==> config.mk <==
export PLATFORM = sky130hd
export DESIGN_NAME = mpm_top
export DESIGN_NICKNAME = d
export VERILOG_FILES = /design/src/common/mpm_pkg.sv /design/src/logic/mpm_top.sv
export SDC_FILE = /design/constraint.sdc
export NUM_CORES = 1
export LEC_CHECK = 0
export ABC_AREA = 1
export BUFFER_PORTS_ARGS = -buffer_cell sky130_fd_sc_hd__buf_2
export CAP_MARGIN = 20
export CORE_ASPECT_RATIO = 0.7
export CORE_UTILIZATION = 61
export CTS_BUF_LIST = sky130_fd_sc_hd__clkbuf_8
export CTS_CLUSTER_SIZE = 10
export DETAILED_ROUTE_END_ITERATION = 12
export PLACE_DENSITY = 0.76
export SYNTH_ARGS = -nofsm -noshare
export SYNTH_HDL_FRONTEND = slang
export SYNTH_SLANG_ARGS = --single-unit
==> constraint.sdc <==
create_clock -name clk_in -period 24.3 [get_ports clk_in]
set_input_delay 3.645 -clock clk_in [delete_from_list [all_inputs] [get_ports clk_in]]
set_output_delay 3.645 -clock clk_in [all_outputs]
set_load 0.02 [all_outputs]
==> src/common/mpm_pkg.sv <==
// constants, register map and carrier types for the six-output motor
// modulator; assumes a single 40 MHz clock and a plain register port.

package mpm_pkg;

   // ------------------------------------------------------------
   // widths and counts
   // ------------------------------------------------------------
   localparam int CNT_W = 12;
   localparam int DUTY_W = 16;
   localparam int DB_W = 8;
   localparam int ADDR_W = 4;
   localparam int DATA_W = 16;
   localparam int NUM_CH = 6;
   localparam int NUM_PAIRS = 3;
   localparam int WID_W = 14;

   // ------------------------------------------------------------
   // register offsets (word index on the register port)
   // ------------------------------------------------------------
   localparam logic [ADDR_W-1:0] OFF_CTRL_A = 4'h0;
   localparam logic [ADDR_W-1:0] OFF_CTRL_B = 4'h1;
   localparam logic [ADDR_W-1:0] OFF_OVERRIDE = 4'h2;
   localparam logic [ADDR_W-1:0] OFF_DEADBAND = 4'h3;
   localparam logic [ADDR_W-1:0] OFF_MIN_PULSE = 4'h4;
   localparam logic [ADDR_W-1:0] OFF_RELOAD = 4'h5;
   localparam logic [ADDR_W-1:0] OFF_DUTY_BASE = 4'h6;
   localparam logic [ADDR_W-1:0] OFF_DUTY_LAST = 4'hb;
   localparam logic [ADDR_W-1:0] OFF_COUNT = 4'hc;
   localparam logic [ADDR_W-1:0] OFF_STATUS = 4'hd;

   // ------------------------------------------------------------
   // field positions
   // ------------------------------------------------------------
   localparam int CA_RUN = 0;
   localparam int CA_READY = 1;
   localparam int CA_TRIG = 2;
   localparam int CA_CENTRE = 3;
   localparam int CB_DIV_LSB = 0;
   localparam int CB_RELF_LSB = 2;
   localparam int CB_INDEP = 4;
   localparam int CB_POL_LSB = 5;
   localparam int OV_FORCE_LSB = 0;
   localparam int OV_MANUAL = 6;
   localparam int ST_PINS_LSB = 0;
   localparam int ST_READY = 6;
   localparam int ST_MOTOR_OUTPUTS_ENABLE_OPTION = 7;
   localparam int ST_DOWN = 8;

   // ------------------------------------------------------------
   // reset values and small constants
   // ------------------------------------------------------------
   localparam logic [CNT_W-1:0] RELOAD_RST = 12'hfff;
   localparam logic [CNT_W-1:0] CNT_ONE = 12'h001;
   localparam logic [DB_W-1:0] DB_LAST = 8'h01;
   localparam logic [2:0] PER_ONE = 3'h1;
   localparam logic [2:0] PRE_ONE = 3'h1;

   // ------------------------------------------------------------
   // carriers
   // ------------------------------------------------------------
   typedef struct packed {
      logic [NUM_PAIRS-1:0] high;
      logic [NUM_PAIRS-1:0] low;
   } mpm_pins_t;

   typedef struct packed {
      logic [ADDR_W-1:0] addr;
      logic [DATA_W-1:0] wdata;
      logic wr;
      logic rd;
   } mpm_bus_t;

endpackage

==> src/logic/mpm_top.sv <==
// six-output motor modulator: prescaler, shared 12-bit counter, buffered
// duty compare, deadband, pulse filter, override and converter trigger.
// assumes all inputs synchronous to clk_in; option straps stable at reset.
`timescale 1ns/1ps

module mpm_top #(
   parameter logic [mpm_pkg::CNT_W-1:0] RELOAD_RESET = mpm_pkg::RELOAD_RST
) (
   // clock and reset
   input wire logic clk_in,
   input wire logic sys_rst_in,
   // option straps
   input wire logic high_side_offstate_option_in,
   input wire logic low_side_offstate_option_in,
   input wire logic motor_outputs_enable_option_in,
   // register port
   input wire mpm_pkg::mpm_bus_t bus_in,
   output logic [mpm_pkg::DATA_W-1:0] rdata_out,
   // pins
   input wire mpm_pkg::mpm_pins_t pin_sense_in,
   output mpm_pkg::mpm_pins_t pin_level_out,
   output mpm_pkg::mpm_pins_t pin_oe_out,
   // converter trigger
   output logic conv_trig_out
);
   import mpm_pkg::*;

   // ------------------------------------------------------------
   // functions
   // ------------------------------------------------------------
   function automatic logic [2:0] div_mask(input logic [1:0] sel);
      case (sel)
         2'h0: div_mask = 3'h0;
         2'h1: div_mask = 3'h1;
         2'h2: div_mask = 3'h3;
         default: div_mask = 3'h7;
      endcase
   endfunction

   // on/off level of one modulated channel before deadband
   function automatic logic chan_on(
      input logic [DUTY_W-1:0] duty,
      input logic [CNT_W-1:0] cnt,
      input logic [CNT_W-1:0] rld,
      input logic ctr,
      input logic [DB_W:0] dbm,
      input logic [DB_W-1:0] thr
   );
      logic [WID_W-1:0] per;
      logic [WID_W-1:0] on_w;
      logic [WID_W-1:0] off_w;
      logic [WID_W-1:0] need;
      per = ctr ? {1'b0, rld, 1'b0} : ({2'h0, rld} + 14'h0001);
      on_w = ctr ? {1'b0, duty[CNT_W-1:0], 1'b0} : {2'h0, duty[CNT_W-1:0]};
      off_w = per - on_w;
      need = {5'h00, dbm} + {6'h00, thr};
      if (duty[DUTY_W-1] || duty == '0) begin
         chan_on = 1'b0;
      end else if (duty[DUTY_W-2:0] > {3'h0, rld}) begin
         chan_on = 1'b1;
      end else if (on_w < need) begin
         chan_on = 1'b0;
      end else if (off_w < need) begin
         chan_on = 1'b1;
      end else begin
         chan_on = cnt < duty[CNT_W-1:0];
      end
   endfunction

   // ------------------------------------------------------------
   // option capture after reset release
   // ------------------------------------------------------------
   logic opt_loaded_q;
   logic hi_off_q;
   logic lo_off_q;
   logic motor_outputs_enable_option_q;

   // straps are caught by the clock, never through the async reset
   always_ff @(posedge clk_in or posedge sys_rst_in) begin
      if (sys_rst_in) begin
         opt_loaded_q <= 1'b0;
         hi_off_q <= 1'b0;
         lo_off_q <= 1'b0;
         motor_outputs_enable_option_q <= 1'b0;
      end else if (!opt_loaded_q) begin
         opt_loaded_q <= 1'b1;
         hi_off_q <= high_side_offstate_option_in;
         lo_off_q <= low_side_offstate_option_in;
         motor_outputs_enable_option_q <= motor_outputs_enable_option_in;
      end
   end

   // ------------------------------------------------------------
   // register decode
   // ------------------------------------------------------------
   wire wr_ctrl_a = bus_in.wr && bus_in.addr == OFF_CTRL_A;
   wire wr_ctrl_b = bus_in.wr && bus_in.addr == OFF_CTRL_B;
   wire wr_ovr = bus_in.wr && bus_in.addr == OFF_OVERRIDE;
   wire wr_db = bus_in.wr && bus_in.addr == OFF_DEADBAND;
   wire wr_thr = bus_in.wr && bus_in.addr == OFF_MIN_PULSE;
   wire wr_rld = bus_in.wr && bus_in.addr == OFF_RELOAD;
   wire in_duty = bus_in.addr >= OFF_DUTY_BASE &&
      bus_in.addr <= OFF_DUTY_LAST;
   wire wr_duty = bus_in.wr && in_duty;
   wire [2:0] duty_idx = 3'(bus_in.addr - OFF_DUTY_BASE);

   logic run_q;
   logic ready_q;
   logic trig_en_q;
   logic centre_q;
   logic [1:0] div_buf_q;
   logic [1:0] relf_q;
   logic independent_outputs_select_q;
   logic [NUM_PAIRS-1:0] pol_q;
   logic man_ctl_q;
   logic [NUM_CH-1:0] force_off_q;
   logic [DB_W-1:0] db_q;
   logic [DB_W-1:0] thr_q;
   logic [CNT_W-1:0] rld_buf_q;
   logic [DUTY_W-1:0] duty_buf_q [NUM_CH];

   // active copies used by the modulator
   logic [1:0] div_act_q;
   logic [CNT_W-1:0] rld_act_q;
   logic [DUTY_W-1:0] duty_act_q [NUM_CH];

   // counter state
   logic [2:0] pre_cnt_q;
   logic [2:0] per_cnt_q;
   logic [CNT_W-1:0] cnt_q;
   logic down_q;

   // ------------------------------------------------------------
   // time base
   // ------------------------------------------------------------
   wire [2:0] pre_mask = div_mask(div_act_q);
   wire [2:0] relf_mask = div_mask(relf_q);
   wire tick = run_q && pre_cnt_q == pre_mask;
   wire at_top = cnt_q >= rld_act_q;
   wire zero_rld = rld_act_q == '0;
   wire edge_end = tick && !centre_q && at_top;
   wire ctr_end = tick && centre_q &&
      ((down_q && cnt_q <= CNT_ONE) || zero_rld);
   wire period_end = edge_end || ctr_end;
   wire mid_point = tick && centre_q && !down_q &&
      cnt_q + CNT_ONE == rld_act_q;
   wire reload_evt = period_end &&
      (per_cnt_q & relf_mask) == relf_mask;
   // while stopped, ready values go straight in so the first period is right
   wire load = ready_q && (reload_evt || !run_q);

   // ------------------------------------------------------------
   // software registers
   // ------------------------------------------------------------
   always_ff @(posedge clk_in or posedge sys_rst_in) begin
      if (sys_rst_in) begin
         run_q <= 1'b0;
         trig_en_q <= 1'b0;
         centre_q <= 1'b0;
         div_buf_q <= '0;
         relf_q <= '0;
         independent_outputs_select_q <= 1'b0;
         pol_q <= '0;
         man_ctl_q <= 1'b0;
         force_off_q <= '0;
         db_q <= '0;
         thr_q <= '0;
         rld_buf_q <= RELOAD_RESET;
      end else begin
         if (wr_ctrl_a) begin
            run_q <= bus_in.wdata[CA_RUN];
            trig_en_q <= bus_in.wdata[CA_TRIG];
            centre_q <= bus_in.wdata[CA_CENTRE];
         end
         if (wr_ctrl_b) begin
            div_buf_q <= bus_in.wdata[CB_DIV_LSB +: 2];
            relf_q <= bus_in.wdata[CB_RELF_LSB +: 2];
            independent_outputs_select_q <= bus_in.wdata[CB_INDEP];
            pol_q <= bus_in.wdata[CB_POL_LSB +: NUM_PAIRS];
         end
         if (wr_ovr) begin
            force_off_q <= bus_in.wdata[OV_FORCE_LSB +: NUM_CH];
            man_ctl_q <= bus_in.wdata[OV_MANUAL];
         end
         if (wr_db) begin
            db_q <= bus_in.wdata[DB_W-1:0];
         end
         if (wr_thr) begin
            thr_q <= bus_in.wdata[DB_W-1:0];
         end
         if (wr_rld) begin
            rld_buf_q <= bus_in.wdata[CNT_W-1:0];
         end
      end
   end

   always_ff @(posedge clk_in or posedge sys_rst_in) begin
      if (sys_rst_in) begin
         for (int i = 0; i < NUM_CH; i++) begin
            duty_buf_q[i] <= '0;
         end
      end else if (wr_duty) begin
         duty_buf_q[duty_idx] <= bus_in.wdata;
      end
   end

   // a set from software in the transfer cycle wins over the clear
   always_ff @(posedge clk_in or posedge sys_rst_in) begin
      if (sys_rst_in) begin
         ready_q <= 1'b0;
      end else if (wr_ctrl_a && bus_in.wdata[CA_READY]) begin
         ready_q <= 1'b1;
      end else if (load) begin
         ready_q <= 1'b0;
      end
   end

   // ------------------------------------------------------------
   // buffered transfer
   // ------------------------------------------------------------
   always_ff @(posedge clk_in or posedge sys_rst_in) begin
      if (sys_rst_in) begin
         div_act_q <= '0;
         rld_act_q <= RELOAD_RESET;
         for (int i = 0; i < NUM_CH; i++) begin
            duty_act_q[i] <= '0;
         end
      end else if (load) begin
         div_act_q <= div_buf_q;
         rld_act_q <= rld_buf_q;
         for (int i = 0; i < NUM_CH; i++) begin
            duty_act_q[i] <= duty_buf_q[i];
         end
      end
   end

   // ------------------------------------------------------------
   // prescaler and master counter
   // ------------------------------------------------------------
   always_ff @(posedge clk_in or posedge sys_rst_in) begin
      if (sys_rst_in) begin
         pre_cnt_q <= '0;
         per_cnt_q <= '0;
         cnt_q <= '0;
         down_q <= 1'b0;
      end else if (!run_q) begin
         pre_cnt_q <= '0;
         per_cnt_q <= '0;
         cnt_q <= '0;
         down_q <= 1'b0;
      end else begin
         pre_cnt_q <= tick ? '0 : pre_cnt_q + PRE_ONE;
         if (period_end) begin
            per_cnt_q <= per_cnt_q + PER_ONE;
         end
         if (tick) begin
            if (!centre_q) begin
               cnt_q <= at_top ? '0 : cnt_q + CNT_ONE;
               down_q <= 1'b0;
            end else if (zero_rld) begin
               cnt_q <= '0;
               down_q <= 1'b0;
            end else if (!down_q) begin
               cnt_q <= at_top ? rld_act_q - CNT_ONE : cnt_q + CNT_ONE;
               down_q <= at_top;
            end else if (cnt_q <= CNT_ONE) begin
               cnt_q <= '0;
               down_q <= 1'b0;
            end else begin
               cnt_q <= cnt_q - CNT_ONE;
            end
         end
      end
   end

   // ------------------------------------------------------------
   // compare, deadband and channel activity
   // ------------------------------------------------------------
   // deadband in modulator clocks, rounded up, for the width filter
   wire [DB_W:0] db_mod = ({1'b0, db_q} + {6'h00, pre_mask}) >> div_act_q;

   logic [NUM_PAIRS-1:0] tgt;
   logic [NUM_PAIRS-1:0] ind_hi;
   logic [NUM_PAIRS-1:0] ind_lo;
   logic [NUM_PAIRS-1:0] act_hi;
   logic [NUM_PAIRS-1:0] act_lo;
   logic [NUM_PAIRS-1:0] applied_q;
   logic [NUM_PAIRS-1:0] dead_q;
   logic [DB_W-1:0] dbc_q [NUM_PAIRS];

   for (genvar p = 0; p < NUM_PAIRS; p++) begin : g_pair
      // complementary pair uses the high-side duty only
      assign tgt[p] = chan_on(duty_act_q[2*p], cnt_q, rld_act_q, centre_q,
         db_mod, thr_q) ^ pol_q[p];
      assign ind_hi[p] = chan_on(duty_act_q[2*p], cnt_q, rld_act_q,
         centre_q, '0, thr_q);
      assign ind_lo[p] = chan_on(duty_act_q[2*p+1], cnt_q, rld_act_q,
         centre_q, '0, thr_q);
      assign act_hi[p] = independent_outputs_select_q ? ind_hi[p] :
         (!dead_q[p] && applied_q[p]);
      assign act_lo[p] = independent_outputs_select_q ? ind_lo[p] :
         (!dead_q[p] && !applied_q[p]);
   end

   // deadband runs on system clocks so it is immune to the prescaler
   always_ff @(posedge clk_in or posedge sys_rst_in) begin
      if (sys_rst_in) begin
         applied_q <= '0;
         dead_q <= '0;
         for (int p = 0; p < NUM_PAIRS; p++) begin
            dbc_q[p] <= '0;
         end
      end else begin
         for (int p = 0; p < NUM_PAIRS; p++) begin
            if (dead_q[p]) begin
               if (dbc_q[p] <= DB_LAST) begin
                  dead_q[p] <= 1'b0;
                  applied_q[p] <= tgt[p];
               end else begin
                  dbc_q[p] <= dbc_q[p] - DB_LAST;
               end
            end else if (tgt[p] != applied_q[p]) begin
               if (db_q == '0) begin
                  applied_q[p] <= tgt[p];
               end else begin
                  dead_q[p] <= 1'b1;
                  dbc_q[p] <= db_q;
               end
            end
         end
      end
   end

   // ------------------------------------------------------------
   // pin drive
   // ------------------------------------------------------------
   wire man = man_ctl_q;
   wire [NUM_PAIRS-1:0] kill_hi = {NUM_PAIRS{man}} &
      force_off_q[OV_FORCE_LSB +: NUM_PAIRS];
   wire [NUM_PAIRS-1:0] kill_lo = {NUM_PAIRS{man}} &
      force_off_q[OV_FORCE_LSB + NUM_PAIRS +: NUM_PAIRS];
   wire [NUM_PAIRS-1:0] on_hi = {NUM_PAIRS{run_q}} & act_hi & ~kill_hi;
   wire [NUM_PAIRS-1:0] on_lo = {NUM_PAIRS{run_q}} & act_lo & ~kill_lo;
   wire drive = opt_loaded_q && motor_outputs_enable_option_q;

   always_ff @(posedge clk_in or posedge sys_rst_in) begin
      if (sys_rst_in) begin
         pin_level_out <= '0;
         pin_oe_out <= '0;
      end else begin
         pin_level_out.high <= {NUM_PAIRS{hi_off_q}} ^ on_hi;
         pin_level_out.low <= {NUM_PAIRS{lo_off_q}} ^ on_lo;
         pin_oe_out.high <= {NUM_PAIRS{drive}};
         pin_oe_out.low <= {NUM_PAIRS{drive}};
      end
   end

   // ------------------------------------------------------------
   // converter trigger
   // ------------------------------------------------------------
   always_ff @(posedge clk_in or posedge sys_rst_in) begin
      if (sys_rst_in) begin
         conv_trig_out <= 1'b0;
      end else begin
         conv_trig_out <= trig_en_q && (period_end || mid_point);
      end
   end

   // ------------------------------------------------------------
   // read path
   // ------------------------------------------------------------
   wire [DATA_W-1:0] rd_ctrl_a = DATA_W'({centre_q, trig_en_q, ready_q,
      run_q});
   wire [DATA_W-1:0] rd_ctrl_b = DATA_W'({pol_q, independent_outputs_select_q, relf_q,
      div_buf_q});
   wire [DATA_W-1:0] rd_ovr = DATA_W'({man_ctl_q, force_off_q});
   wire [DATA_W-1:0] rd_status = DATA_W'({down_q, motor_outputs_enable_option_q, ready_q,
      6'(pin_sense_in)});
   wire [DATA_W-1:0] rd_mux =
      bus_in.addr == OFF_CTRL_A ? rd_ctrl_a :
      bus_in.addr == OFF_CTRL_B ? rd_ctrl_b :
      bus_in.addr == OFF_OVERRIDE ? rd_ovr :
      bus_in.addr == OFF_DEADBAND ? DATA_W'(db_q) :
      bus_in.addr == OFF_MIN_PULSE ? DATA_W'(thr_q) :
      bus_in.addr == OFF_RELOAD ? DATA_W'(rld_buf_q) :
      in_duty ? duty_buf_q[duty_idx] :
      bus_in.addr == OFF_COUNT ? DATA_W'(cnt_q) :
      bus_in.addr == OFF_STATUS ? rd_status : '0;

   // data stands only in the cycle after the read strobe
   always_ff @(posedge clk_in or posedge sys_rst_in) begin
      if (sys_rst_in) begin
         rdata_out <= '0;
      end else begin
         rdata_out <= bus_in.rd ? rd_mux : '0;
      end
   end

endmodule
==> metrics.txt <==
Final Cycle Share=26.32%; die footprint=0.04727 mm^2; P&R area growth vs syn=6.080%; critical path arrival=6910 ps; hold slack=484.0 ps; Crit Path Class=reg2reg; most frequent cells in the layout=1019 x nand2_1, 505 x inv_1, 458 x o21ai_0; post-CTS setup buffer count=0; worst skew pair latency=660 ps; final max-slew violation count=0; GR Overflow Total=0; Leak=about 16 nW; Max-Cap Viols=0; slowest stage delay, CP=870 ps; post-route ant nets=0; CP max FO=12; Seq/Total Area, Yosys=between 20% and 30%; largest net degree at the start of global routing=~160; Vias/cell=6.144; first-pass GRT wire length=between 100000 and 150000 um; Worst-Margin Slew=approximately 1200 ps; Layout Cells excl Fill=4595; final wirelength=roughly 100000 um; clock buffer depth=3; r2r setup slk=around 18000 ps; CORE AREA=0.04538 mm^2; Initial Utilization=62.35%; vias in the first global route=24978; nets@finish=4376; placed instance count=4506; Worst Hold Class=reg2reg; R2R depth=32; reg2reg start=div_act_q[1]; Placer Congestion=1.017; most common cell after layout, fill and taps aside=nand2_1; Hold Vio Cnt, Final=0; total CTS buffers=48; status=finished, final reports clean; initial DRC count=3985; required time of the critical path=24810 ps; worst vdd rail ir drop=0.07171 mV; async set or reset register ratio after synthesis=100.0%; clock skew after layout=between 40 and 50 ps; First-pass DRT Iterations=7; Avg WL per Cell=21.52 um; CP endpoint=dbc_q[22]; diode count=0; post-cts resize count=0; clock slew at reported path FFs=70 ps; Final setup viols=0; Final Critical Period=6397 ps; CP dominant cell by count=nand2_1; Placement Setup Slack=17520 ps; Setup WS post-layout=around 18000 ps; H-tree levels=2; post-DP HPWL=75140 um; post-synth net total=between 4000 and 5000; slowest cell on the critical path=xor2_1; die width=259.4 um; critical path launch point type=flop; CP startpoint=div_act_q[1]; flops & latches, synth=330; port bufs=61; f_max=between 150 and 200 MHz; DR vias=28233; RSZ-0062 raised after global routing=no; initial antenna violation count=1; height of the die=~180 um; Synth Area per Inst=7.193 um^2; setup TNS=0 ps; CTS Sinks=330; I/O pin cnt=between 60 and 70; fillers=4047; FF-to-FF End=dbc_q[22]; number of synthesized flops with an enable pin=0; Yosys cell types=60; total track usage=41.24%; gate count after technology mapping=a little under 4000; headroom to the max-slew limit=18.01%; post-place instance area=0.02903 mm^2; mapped cell area=0.02830 mm^2; ratio of cells with drive above 1 in the final layout=5.736%; fin area=roughly 0.03 mm^2; Synth Flop Type=dfrtp_1; Root Buffer=clkbuf_8; CTS tree=built; number of remaining DRC errors=0; hold_buf cts=0; Rows=65; pwr/cell area=131.0 mW/mm^2; crit end category=flop; Syn. warnings=0
==> metrics by stage <==
step	util, %	power (W)
after floorplan	-	0.002664
after global placement	63.97	0.003322
after detailed placement	63.97	0.003371
after CTS	66.11	0.003839
after global routing	66.15	0.004272
final	66.15	0.003933
==> synth_stat cells (13+ instances only) <==
cell type / count / share of area [%]
nor4_1: 26 / 0.57
a21oi_1: 214 / 3.8
o211ai_1: 29 / 0.77
nand2_1: 1019 / 14
o21ai_1: 18 / 0.32
clkbuf_1: 77 / 1.0
dfstp_2: 24 / 2.2
a211oi_1: 16 / 0.42
buf_2: 27 / 0.48
xnor2_1: 37 / 1.1
o22ai_1: 33 / 0.73
a31oi_1: 22 / 0.49
nor3_1: 36 / 0.64
ha_1: 380 / 17
xor2_1: 52 / 1.6
o221ai_1: 25 / 0.77
o2111ai_1: 15 / 0.46
nand3_1: 187 / 3.3
nand4_1: 61 / 1.3
o21ai_0: 458 / 8.1
nor2_1: 208 / 2.8
dfrtp_1: 306 / 27
nand3b_1: 13 / 0.34
inv_1: 493 / 6.5
==> metal layers <==
metal	track usage [%]	wire (um)
met2	58.27	39860
met1	59.44	41590
met3	12.67	13640
met4	13.60	3772
met5	0	12
==> report_power, final <==
group          internal [W]  total (W)  switching, W
registers          0.000683   0.000861      0.000178
clock network      0.000226   0.000467      0.000241
logic              0.000934    0.00261       0.00167
total               0.00184    0.00393       0.00209
==> how the worst min path moves through the flow <==
stage | startpoint | endpoint | slack (ps) | depth (start not counted)
3_3_place_gp | duty_act_q[62] | duty_act_q[62] | 460 | 2
6_report | duty_buf_q[27] | duty_buf_q[27] | 480 | 2
4_1_cts | duty_act_q[61] | duty_act_q[61] | 490 | 2
2_1_floorplan | duty_act_q[45] | duty_act_q[45] | 450 | 2
3_5_place_dp | duty_act_q[61] | duty_act_q[61] | 470 | 2
5_1_grt | duty_act_q[61] | duty_act_q[61] | 500 | 2
==> final cells by class <==
cell class / count / area (um^2) / area share (%)
multi-input cells: 2977 / 17550 / 58.48
flip-flops and latches: 330 / 8292 / 27.62
inverters: 509 / 1919 / 6.394
clock buffers: 60 / 825.8 / 2.751
well taps: 603 / 754.5 / 2.513
repair buffers: 89 / 528.0 / 1.759
clock inverters: 27 / 145.1 / 0.4835
==> kinds of logic after synthesis <==
| logic type | share of synthesized area [%] |
|---|---|
| adders and majority gates | 17.37 |
| AOI/OAI and AO/OA | 18.18 |
| and+or+nand+nor | 23.68 |
| buffers and inverters | 8.680 |
| xor gates and xnor gates | 2.755 |
| DFF | 29.29 |
| other | 0.01325 |
| muxes | 0.03537 |
==> state kept, by name, indices dropped and copies added, names as in the netlist, 2 cells and up <==
| signal | count |
|---|---|
| applied_q | 3 |
| cnt_q | 12 |
| db_q | 8 |
| dbc_q | 24 |
| dead_q | 3 |
| div_act_q | 2 |
| div_buf_q | 2 |
| duty_act_q | 96 |
| duty_buf_q | 96 |
| force_off_q | 6 |
| per_cnt_q | 3 |
| pin_level_out | 6 |
| pol_q | 3 |
| pre_cnt_q | 3 |
| rdata_out | 16 |
| relf_q | 2 |
| rld_act_q | 12 |
| rld_buf_q | 12 |
| thr_q | 8 |
==> critical path: cells and delay by family (launching register included) <==
family / cells / cell delay [ps]
simple gates: 18 / 2020
fa+ha+maj: 4 / 1410
compound gates: 7 / 1130
xor+xnor: 2 / 1060
flops: 1 / 530
buf+inv: 1 / 140
Note: power is estimated with default switching activity, not from simulation.
